==> config.mk <==
export PLATFORM = sky130hd
export DESIGN_NAME = pss_top
export DESIGN_NICKNAME = d
export VERILOG_FILES = /design/src/pss_top.v
export VERILOG_INCLUDE_DIRS = /design/src
export SDC_FILE = /design/constraint.sdc
export NUM_CORES = 2
export LEC_CHECK = 0
export BUFFER_PORTS_ARGS = -buffer_cell sky130_fd_sc_hd__buf_2
export CAP_MARGIN = 15
export CORE_MARGIN = 2
export CORE_UTILIZATION = 38
export CTS_BUF_LIST = sky130_fd_sc_hd__clkbuf_8
export CTS_CLUSTER_DIAMETER = 100
export DETAILED_ROUTE_END_ITERATION = 10
export PLACE_DENSITY = 0.52
export SLEW_MARGIN = 20
export SYNTH_ARGS = -nofsm -noshare
export SYNTH_HDL_FRONTEND = slang
export SYNTH_SLANG_ARGS = --single-unit
export TNS_END_PERCENT = 5
==> constraint.sdc <==
create_clock -name clk -period 17.6 [get_ports clk]
set_clock_uncertainty 0.1 [all_clocks]
set_input_delay 3.52 -clock clk [delete_from_list [all_inputs] [get_ports clk]]
set_output_delay 3.52 -clock clk [all_outputs]
set_load 0.02 [all_outputs]
==> src/pss_defs.vh <==
// Constants for the pump sleep and staging block
// Notes on behaviour
// Speed sleep applies when PID is unconfigured, manual, or not the active channel.
// Stop once reference and output frequency stay below LSP plus offset for the timeout.
// Sleep stop uses the deceleration ramp currently active.
// Either frequency rising above LSP plus offset cancels a pending sleep.
// Wake only when reference exceeds LSP plus offset and run is still commanded.
// Low speed timeout in 0.1 s steps, default zero; zero disables speed sleep.
// Sleep offset from 1.0 Hz to maximum frequency, default 1.0 Hz.
// Advanced sleep only with pressure control and sleep detect mode not off.
// Advanced sleep speed from zero to high speed, default 0.0 Hz; mode defaults off.
// Advanced sleep delay in whole seconds up to 9999, default 20 s.
// Advanced sleep reference check up to 599.0 Hz, default zero.
// Single drive: one variable speed pump plus up to five auxiliaries, up to count.
// Multiple drives: no lead alternation, pump count from number of devices.
// FIFO cycling starts and stops pumps in ascending order.
// LIFO cycling starts ascending and stops descending.
// Runtime cycling starts least runtime first, stops most runtime first.
// Lead pump starts first, stops last, stays on variable speed output.
// Without alternation pump 1 is always lead; cycling applies to auxiliaries only.
// Stage alternation: next staged pump becomes lead, older ones go fixed speed.
// Wait the alternation wait time when moving the variable speed output.
// On low demand destage fixed speed pumps in cycling mode order.
// Stopped auxiliary stays unavailable until the ready delay elapses.
// Ready input going active or destage makes the pump unavailable for the delay.
// All delays count 0.1 s ticks and clear when the timed condition drops.
`ifndef PSS_DEFS_VH
`define PSS_DEFS_VH
`define PSS_CLK_NS       50
`define PSS_TICK_NS      100000000
`define PSS_NPUMP        6
`define PSS_A_CTRL       4'h0
`define PSS_A_LST        4'h1
`define PSS_A_SLE        4'h2
`define PSS_A_LSP        4'h3
`define PSS_A_ASLC       4'h4
`define PSS_A_ASLD       4'h5
`define PSS_A_ASLR       4'h6
`define PSS_A_ALTW       4'h7
`define PSS_A_RDYD       4'h8
`define PSS_A_STAT       4'h9
`define PSS_CTRL_RST     16'h0000
`define PSS_LST_RST      16'h0000
`define PSS_LST_MAX      16'h270F
`define PSS_SLE_RST      16'h000A
`define PSS_SLE_MIN      16'h000A
`define PSS_FMAX         16'h1766
`define PSS_ASLD_RST     16'h0014
`define PSS_ASLD_MAX     16'h270F
`define PSS_ASLR_MAX     16'h1766
`define PSS_TICKS_SEC    16'h000A
`define PSS_C_PIDCFG     0
`define PSS_C_PIDMAN     1
`define PSS_C_PIDCH1     2
`define PSS_C_PRESS      3
`define PSS_C_SDM_LO     4
`define PSS_C_SDM_HI     5
`define PSS_C_ASLEN      6
`define PSS_C_MULTI      7
`define PSS_C_ALT        8
`define PSS_C_CYC_LO     9
`define PSS_C_CYC_HI     10
`define PSS_C_CNT_LO     11
`define PSS_C_CNT_HI     13
`define PSS_CYC_FIFO     2'h0
`define PSS_CYC_LIFO     2'h1
`define PSS_CYC_RUNT     2'h2
`endif

==> src/pss_top.v <==
// Pump sleep / wake-up and auxiliary pump staging control
`timescale 1ns/1ps
`include "pss_defs.vh"
module pss_top #(
	parameter TICK_CYC = `PSS_TICK_NS / `PSS_CLK_NS
) (
	// Clock and reset
	input  wire        clk,
	input  wire        rst,
	// Register port
	input  wire [3:0]  addr,
	input  wire [15:0] wdata,
	input  wire        wr,
	input  wire        rd,
	output reg  [15:0] rdata,
	// Drive speed inputs in 0.1 Hz units, and the run command
	input  wire [15:0] ref_freq,
	input  wire [15:0] out_freq,
	input  wire [15:0] high_speed,
	input  wire        run_cmd,
	// Demand from the pressure loop
	input  wire        demand_up,
	input  wire        demand_down,
	// Pump ready pins
	input  wire [5:0]  pump_ready,
	// Outputs
	output reg         motor_run_r,
	output reg         sleep_r,
	output reg         adv_sleep_r,
	output reg  [5:0]  pump_cmd_r,
	output reg  [5:0]  pump_vs_r
);
	localparam ST_IDLE  = 3'b001;
	localparam ST_RUN   = 3'b010;
	localparam ST_SLEEP = 3'b100;
	localparam SG_IDLE  = 2'b01;
	localparam SG_SWAP  = 2'b10;

	reg  [15:0] ctrl_r;
	reg  [15:0] lst_r;
	reg  [15:0] sle_r;
	reg  [15:0] lsp_r;
	reg  [15:0] aslc_r;
	reg  [15:0] asld_r;
	reg  [15:0] aslr_r;
	reg  [15:0] altw_r;
	reg  [15:0] rdyd_r;
	reg  [2:0]  st_r;
	reg  [1:0]  sg_r;
	reg  [2:0]  lead_r;
	reg  [2:0]  new_r;
	reg  [15:0] low_cnt_r;
	reg  [15:0] alt_cnt_r;
	reg  [15:0] asl_cnt_r;
	reg  [3:0]  asl_sub_r;
	reg  [21:0] tick_cnt_r;
	reg         tick_r;
	reg  [5:0]  destage_r;
	reg  [5:0]  rdy_s1_r;
	reg  [5:0]  rdy_s2_r;
	reg  [5:0]  rdy_d_r;
	wire [5:0]  avail;
	wire [5:0]  en_m;
	wire [95:0] rt_flat;
	wire [16:0] thr;
	wire        speed_mode;
	wire        low_cond;
	wire        asl_allow;
	wire        asl_cond;
	wire        alt_on;
	wire [1:0]  cyc;
	wire [2:0]  cnt;

	assign thr = {1'b0, lsp_r} + {1'b0, sle_r};
	assign speed_mode = !ctrl_r[`PSS_C_PIDCFG] || ctrl_r[`PSS_C_PIDMAN]
		|| !ctrl_r[`PSS_C_PIDCH1];
	assign low_cond = ({1'b0, ref_freq} < thr) && ({1'b0, out_freq} < thr);
	assign asl_allow = ctrl_r[`PSS_C_PRESS] && (ctrl_r[`PSS_C_SDM_HI:`PSS_C_SDM_LO] != 2'h0)
		&& ctrl_r[`PSS_C_ASLEN];
	assign asl_cond = asl_allow && (out_freq <= aslc_r) && (ref_freq <= aslr_r);
	// Multi drive forbids alternation, so lead stays pump 1 there
	assign alt_on = ctrl_r[`PSS_C_ALT] && !ctrl_r[`PSS_C_MULTI];
	assign cyc = ctrl_r[`PSS_C_CYC_HI:`PSS_C_CYC_LO];
	// The count field holds pumps or devices depending on architecture
	assign cnt = ctrl_r[`PSS_C_CNT_HI:`PSS_C_CNT_LO];

	// 0.1 s time base
	always @(posedge clk) begin
		if (rst) begin
			tick_cnt_r <= 22'h000000;
			tick_r <= 1'b0;
		end else if (tick_cnt_r == TICK_CYC[21:0] - 22'h000001) begin
			tick_cnt_r <= 22'h000000;
			tick_r <= 1'b1;
		end else begin
			tick_cnt_r <= tick_cnt_r + 22'h000001;
			tick_r <= 1'b0;
		end
	end

	// Ready pins cross into clk before anything looks at them
	always @(posedge clk) begin
		if (rst) begin
			rdy_s1_r <= 6'h00;
			rdy_s2_r <= 6'h00;
			rdy_d_r <= 6'h00;
		end else begin
			rdy_s1_r <= pump_ready;
			rdy_s2_r <= rdy_s1_r;
			rdy_d_r <= rdy_s2_r;
		end
	end

	genvar g;
	generate
		for (g = 0; g < `PSS_NPUMP; g = g + 1) begin : pp
			reg [15:0] hold_r;
			reg [15:0] rt_r;
			assign en_m[g] = (g < cnt) || (g == 0);
			assign avail[g] = rdy_s2_r[g] && (hold_r == 16'h0000) && en_m[g];
			assign rt_flat[g*16 +: 16] = rt_r;
			always @(posedge clk) begin
				if (rst) begin
					hold_r <= 16'h0000;
					rt_r <= 16'h0000;
				end else begin
					if ((rdy_s2_r[g] && !rdy_d_r[g]) || destage_r[g])
						hold_r <= rdyd_r;
					else if (!rdy_s2_r[g])
						hold_r <= 16'h0000;
					else if (tick_r && hold_r != 16'h0000)
						hold_r <= hold_r - 16'h0001;
					// Runtime saturates rather than wrapping, keeping the ranking sane
					if (tick_r && pump_cmd_r[g] && rt_r != 16'hFFFF)
						rt_r <= rt_r + 16'h0001;
				end
			end
		end
	endgenerate

	// Pick the pump to stage and the one to destage
	reg  [2:0]  st_sel;
	reg         st_ok;
	reg  [2:0]  ds_sel;
	reg         ds_ok;
	reg  [15:0] st_best;
	reg  [15:0] ds_best;
	integer     i;
	always @* begin
		st_sel = 3'h0;
		st_ok = 1'b0;
		ds_sel = 3'h0;
		ds_ok = 1'b0;
		st_best = 16'h0000;
		ds_best = 16'h0000;
		for (i = 0; i < `PSS_NPUMP; i = i + 1) begin
			if (avail[i] && !pump_cmd_r[i] && (alt_on || i != 0)) begin
				if (cyc == `PSS_CYC_RUNT) begin
					if (!st_ok || rt_flat[i*16 +: 16] < st_best) begin
						st_sel = i[2:0];
						st_ok = 1'b1;
						st_best = rt_flat[i*16 +: 16];
					end
				end else if (!st_ok) begin
					st_sel = i[2:0];
					st_ok = 1'b1;
				end
			end
			if (pump_cmd_r[i] && i[2:0] != lead_r) begin
				if (cyc == `PSS_CYC_RUNT) begin
					if (!ds_ok || rt_flat[i*16 +: 16] > ds_best) begin
						ds_sel = i[2:0];
						ds_ok = 1'b1;
						ds_best = rt_flat[i*16 +: 16];
					end
				end else if (cyc == `PSS_CYC_LIFO) begin
					ds_sel = i[2:0];
					ds_ok = 1'b1;
				end else if (!ds_ok) begin
					ds_sel = i[2:0];
					ds_ok = 1'b1;
				end
			end
		end
	end

	// Sleep and staging sequencer
	always @(posedge clk) begin
		if (rst) begin
			st_r <= ST_IDLE;
			sg_r <= SG_IDLE;
			lead_r <= 3'h0;
			new_r <= 3'h0;
			low_cnt_r <= 16'h0000;
			alt_cnt_r <= 16'h0000;
			motor_run_r <= 1'b0;
			sleep_r <= 1'b0;
			pump_cmd_r <= 6'h00;
			pump_vs_r <= 6'h00;
			destage_r <= 6'h00;
		end else begin
			destage_r <= 6'h00;
			case (st_r)
				ST_IDLE: begin
					sleep_r <= 1'b0;
					if (run_cmd && (alt_on ? st_ok : avail[0])) begin
						// Lead pump goes first and takes the variable speed output
						lead_r <= alt_on ? st_sel : 3'h0;
						pump_cmd_r <= 6'h01 << (alt_on ? st_sel : 3'h0);
						pump_vs_r <= 6'h01 << (alt_on ? st_sel : 3'h0);
						motor_run_r <= 1'b1;
						st_r <= ST_RUN;
					end
				end
				ST_RUN: begin
					if (low_cond && speed_mode && lst_r != 16'h0000) begin
						if (tick_r)
							low_cnt_r <= low_cnt_r + 16'h0001;
					end else begin
						low_cnt_r <= 16'h0000;
					end
					if (!run_cmd || (low_cnt_r >= lst_r && lst_r != 16'h0000
							&& low_cond && speed_mode)) begin
						// Dropping run lets the drive use its active decel ramp
						motor_run_r <= 1'b0;
						sleep_r <= run_cmd;
						destage_r <= pump_cmd_r & ~(6'h01 << lead_r);
						pump_cmd_r <= 6'h00;
						pump_vs_r <= 6'h00;
						low_cnt_r <= 16'h0000;
						sg_r <= SG_IDLE;
						st_r <= run_cmd ? ST_SLEEP : ST_IDLE;
					end else begin
						case (sg_r)
							SG_IDLE: begin
								if (demand_up && st_ok) begin
									if (alt_on) begin
										// Old lead stays on as a fixed speed pump
										pump_vs_r <= 6'h00;
										new_r <= st_sel;
										alt_cnt_r <= 16'h0000;
										sg_r <= SG_SWAP;
									end else begin
										pump_cmd_r[st_sel] <= 1'b1;
									end
								end else if (demand_down && ds_ok) begin
									pump_cmd_r[ds_sel] <= 1'b0;
									destage_r[ds_sel] <= 1'b1;
								end
							end
							SG_SWAP: begin
								if (alt_cnt_r >= altw_r) begin
									lead_r <= new_r;
									pump_cmd_r[new_r] <= 1'b1;
									pump_vs_r <= 6'h01 << new_r;
									sg_r <= SG_IDLE;
								end else if (tick_r) begin
									alt_cnt_r <= alt_cnt_r + 16'h0001;
								end
							end
							default: sg_r <= SG_IDLE;
						endcase
					end
				end
				ST_SLEEP: begin
					if (!run_cmd) begin
						sleep_r <= 1'b0;
						st_r <= ST_IDLE;
					end else if ({1'b0, ref_freq} > thr) begin
						sleep_r <= 1'b0;
						st_r <= ST_IDLE;
					end
				end
				default: st_r <= ST_IDLE;
			endcase
		end
	end

	// Advanced sleep check, counted in seconds of 10 ticks
	always @(posedge clk) begin
		if (rst) begin
			asl_cnt_r <= 16'h0000;
			asl_sub_r <= 4'h0;
			adv_sleep_r <= 1'b0;
		end else if (!asl_cond || !motor_run_r) begin
			asl_cnt_r <= 16'h0000;
			asl_sub_r <= 4'h0;
			adv_sleep_r <= 1'b0;
		end else begin
			if (tick_r) begin
				if ({12'h000, asl_sub_r} == `PSS_TICKS_SEC - 16'h0001) begin
					asl_sub_r <= 4'h0;
					asl_cnt_r <= asl_cnt_r + 16'h0001;
				end else begin
					asl_sub_r <= asl_sub_r + 4'h1;
				end
			end
			adv_sleep_r <= (asl_cnt_r >= asld_r);
		end
	end

	// Register writes clamp LST, SLE, ASLC, ASLD and ASLR into their legal ranges; CTRL is masked to 14 bits and the rest load as written
	always @(posedge clk) begin
		if (rst) begin
			ctrl_r <= `PSS_CTRL_RST;
			lst_r <= `PSS_LST_RST;
			sle_r <= `PSS_SLE_RST;
			lsp_r <= 16'h0000;
			aslc_r <= 16'h0000;
			asld_r <= `PSS_ASLD_RST;
			aslr_r <= 16'h0000;
			altw_r <= 16'h0000;
			rdyd_r <= 16'h0000;
		end else if (wr) begin
			case (addr)
				`PSS_A_CTRL: ctrl_r <= wdata & 16'h3FFF;
				`PSS_A_LST: lst_r <= (wdata > `PSS_LST_MAX) ? `PSS_LST_MAX : wdata;
				`PSS_A_SLE: sle_r <= (wdata < `PSS_SLE_MIN) ? `PSS_SLE_MIN :
					((wdata > `PSS_FMAX) ? `PSS_FMAX : wdata);
				`PSS_A_LSP: lsp_r <= wdata;
				`PSS_A_ASLC: aslc_r <= (wdata > high_speed) ? high_speed : wdata;
				`PSS_A_ASLD: asld_r <= (wdata > `PSS_ASLD_MAX) ? `PSS_ASLD_MAX : wdata;
				`PSS_A_ASLR: aslr_r <= (wdata > `PSS_ASLR_MAX) ? `PSS_ASLR_MAX : wdata;
				`PSS_A_ALTW: altw_r <= wdata;
				`PSS_A_RDYD: rdyd_r <= wdata;
				default: ;
			endcase
		end
	end

	// Read data one cycle after the strobe, zero otherwise
	always @(posedge clk) begin
		if (rst || !rd) begin
			rdata <= 16'h0000;
		end else begin
			case (addr)
				`PSS_A_CTRL: rdata <= ctrl_r;
				`PSS_A_LST: rdata <= lst_r;
				`PSS_A_SLE: rdata <= (lst_r == 16'h0000) ? 16'h0000 : sle_r;
				`PSS_A_LSP: rdata <= lsp_r;
				`PSS_A_ASLC: rdata <= ctrl_r[`PSS_C_ASLEN] ? aslc_r : 16'h0000;
				`PSS_A_ASLD: rdata <= ctrl_r[`PSS_C_ASLEN] ? asld_r : 16'h0000;
				`PSS_A_ASLR: rdata <= ctrl_r[`PSS_C_ASLEN] ? aslr_r : 16'h0000;
				`PSS_A_ALTW: rdata <= altw_r;
				`PSS_A_RDYD: rdata <= rdyd_r;
				// Advanced sleep has its own output pin, so the status word leaves it out
				`PSS_A_STAT: rdata <= {sleep_r, lead_r, avail, pump_cmd_r};
				default: rdata <= 16'h0000;
			endcase
		end
	end
endmodule

==> results.md <==
* Vias at 31191
* Top Usage Layer GRT: met2
* Detailed Routing Iterations Pass 1 at 7
* Routed length per instance at 22.20 microns
* Tcrit/Tclk final at 81.93%
* Relative slew slack at 20.56%
* Clock Power Share at 45.6%
* Cell Int Power at 1.728 mW
* Final Hold Violating Endpoints at 0
* Post-route minimum period at 14.42 ns
* Post-synth EDFFs at 0
* Core Region at about 0.084 sq mm
* Top cell type's share of synthesized area at between 20% and 30%
* Vias in the first global route at 28970
* Met1 usage in global routing at a little under two fifths
* Area Overhead vs Synth at 10.67%
* H-tree Lvls at 3
* Cell area power density at 67.41 mW/mm^2
* CP endpoint kind: flip-flop
* Fmax at about 70 MHz
* Ys Warns at 0
* CTS Hold Bufs at 0
* Slowest CP cell: nor2_1
* Clock Latency Late Sink at 0.73 ns
* Largest net degree at the start of global routing at 181
* Syn Nets at ~4500
* Post-place instance area at 0.03377 sq mm
* Biggest regs: pp.hold_r: 96 flops, pp.rt_r: 96 flops, tick_cnt_r: 22 flops
* Num CTS Buffers at 91
* Ys flop type: dfxtp_1
* Syn Inst Count at 4138
* Root Driver: clkbuf_8
* GR Util met2 at 42.70%
* Hold WC Path Type: reg -> reg
* Post-synth top cells: dfxtp_1, nand2_1, nor2_1, a21oi_1, ha_1
* Gates resized, CTS repair at 0
* GR Util All Layers at 26.94%
* WP buf/inv at 5
* Largest delay contributor family on the critical path: compound AO/OA/AOI/OAI gates
* Fraction of registers with async set/reset at 0%
* Status: complete, no violations
* DRT Wirelength at 119600 microns
* Crit path DAT at 14.95 ns
* Filler cells at 8695
* CP startpoint kind: flip-flop
* Synthesized flop and latch total at 475
* Global-route wire length before repair at 180100 microns
* Final instance area at between 0.03 and 0.04 sq mm
* Die width at roughly 290 microns
* Met3 GRT Util at 3.887%
* Share of layout cells above drive strength 1 at between 8 and 9%
* Final ANT Viol Nets at 0
* Initial core utilization at 38.45%
* Worst Tran Pin Value at about 1.2 ns
* # Post-CTS Setup Buffers at 0
* CP max FO at 37
* Leakage Power at 14.10 nW
* Clk sinks at 475
* Setup-failing EPs final at 0
* Comb pwr share at 8.4%
* Layout Nets at about 4600
* Core Rows at 106
* Area leader, netlist: dfxtp_1
* First DRT Iteration DRCs at 2744
* Sequential fraction of design power at 45.9%
* I/O pin count at 112
* Switching share of power at ~28%
* Syn_area_per_cell at 7.776 sq um
* Req. time, crit path at 18.13 ns
* Worst setup path category: reg -> reg
* Final slew viol count at 0
* CTS tree: yes
* Clock slew at reported path FFs at 0.06 ns
* NetSw at 0.6723 mW
* RD Place Congestion at between 0.9 and 1
* Die height at 295.0 microns
* Clock buffer depth at 3
* Setup WS post-layout at 3.180 ns
* Grt ovf at 0
* Area contributors post-synth: dfxtp_1, ha_1, nand2_1, a21oi_1, nor2_1
* CP dominant cell by count: a21o_1
* Post-synthesis sequential area ratio at 29.55%
* I/O Buffers at approximately 110
* DP Worst Slack at 3.482 ns
* Synth cell types at between 90 and 100
* Count leader, synth: dfxtp_1
* Cell Area, Synth at 0.03218 sq mm
* Total of max-cap violations at 0
* Maximum VDD drop at 0.04736 mV
* Fin Setup TNS at 0 ns
* Number of vias per cell at around 5.8
* Slowest stage delay, CP at 0.83 ns
* Die Area at 0.08702 sq mm
* Initial antenna violation count at 3
* Number of remaining DRC errors at 0
* RSZ-0062 raised after global routing: no
* Estimated wirelength of the detail-placed design at ~90000 microns
[path summary, 6_finish.rpt]
kind / from / to / slack (ns) / cells past startpoint
worst min-delay path: rdy_s1_r[3]$_SDFF_PP0_ / rdy_s2_r[3]$_SDFF_PP0_ / 0.31 / 1
worst max-delay path: pp[0].hold_r[0]$_SDFFE_PP0P_ / lead_r[0]$_SDFFE_PP0P_ / 3.18 / 61
worst min register to register: rdy_s1_r[3]$_SDFF_PP0_ / rdy_s2_r[3]$_SDFF_PP0_ / 0.31 / 1
worst max register to register: pp[0].hold_r[0]$_SDFFE_PP0P_ / lead_r[0]$_SDFFE_PP0P_ / 3.18 / 61
[routing by layer]
layer / vias up / routed length (microns)
met4: 0 / 4590
met5: - / 0
li1: 15059 / -
met3: 267 / 7864
met1: 14803 / 54330
met2: 1062 / 52850
[power groups by stage]
stage	logic, mW	clock network, mW	registers (mW)
after global placement	0.198	0	1.13
after CTS	0.200	1.12	1.10
final	0.203	1.09	1.10
after detailed placement	0.199	0	1.13
after global routing	0.222	1.17	1.10
after floorplan	0.129	0	1.12
[worst reg2reg max path: cells and delay by family, from the launching register on]
kind,cells,cell delay (ns)
compound gates,37,7.94
simple gates,12,3.05
fa+ha+maj,6,1.71
buf+inv,5,0.96
flops,1,0.32
mux,1,0.26
[logic make-up (layout without fill, tap and decap cells)]
group | count (synthesis) | count (layout) | synth area share (%)
multiplexers | 86 | 86 | 2.792
other | 0 | 5 | 0
XOR/XNOR | 185 | 185 | 5.036
flip-flops | 475 | 475 | 29.55
AO/OA/AOI/OAI | 1090 | 1090 | 22.15
adder cells (fa/ha/maj) | 316 | 316 | 12.31
buffers and inverters | 438 | 551 | 5.176
AND/OR/NAND/NOR | 1548 | 1548 | 22.99
[cell type report]
type	count	area, sq um	share of cell area (%)
antenna	5	12.51	0.03514
clock buffer	112	1541	4.329
sequential	475	9510	26.71
multi-input combinational	3225	21070	59.18
clock inverter	53	265.3	0.7449
tap	1134	1419	3.985
timing repair buffer	158	930.9	2.614
inverter	228	855.8	2.403
[metrics by stage]
step,hold WS (ns),util (%),power (mW),std cells
detailed placement,0.3283,40.36,1.324,5220
global route,0.3274,42.54,2.494,5388
floorplan,0.3138,-,1.247,4138
CTS,0.3146,42.52,2.426,5385
global placement,0.3249,40.36,1.324,5220
finish,0.3112,42.55,2.400,5390
[cells in the final DEF, fill, tap and decap left out, types with 115 or more instances in the layout]
cell / netlist / routed
dfxtp_1: 475 / 474
nand2_1: 467 / 467
nor2_1: 409 / 409
a21oi_1: 340 / 339
ha_1: 315 / 315
inv_1: 226 / 266
o21ai_0: 164 / 163
nor3_1: 136 / 132
xor2_1: 117 / 117
nand3_1: 115 / 115
(Power assumes the default switching activity.)
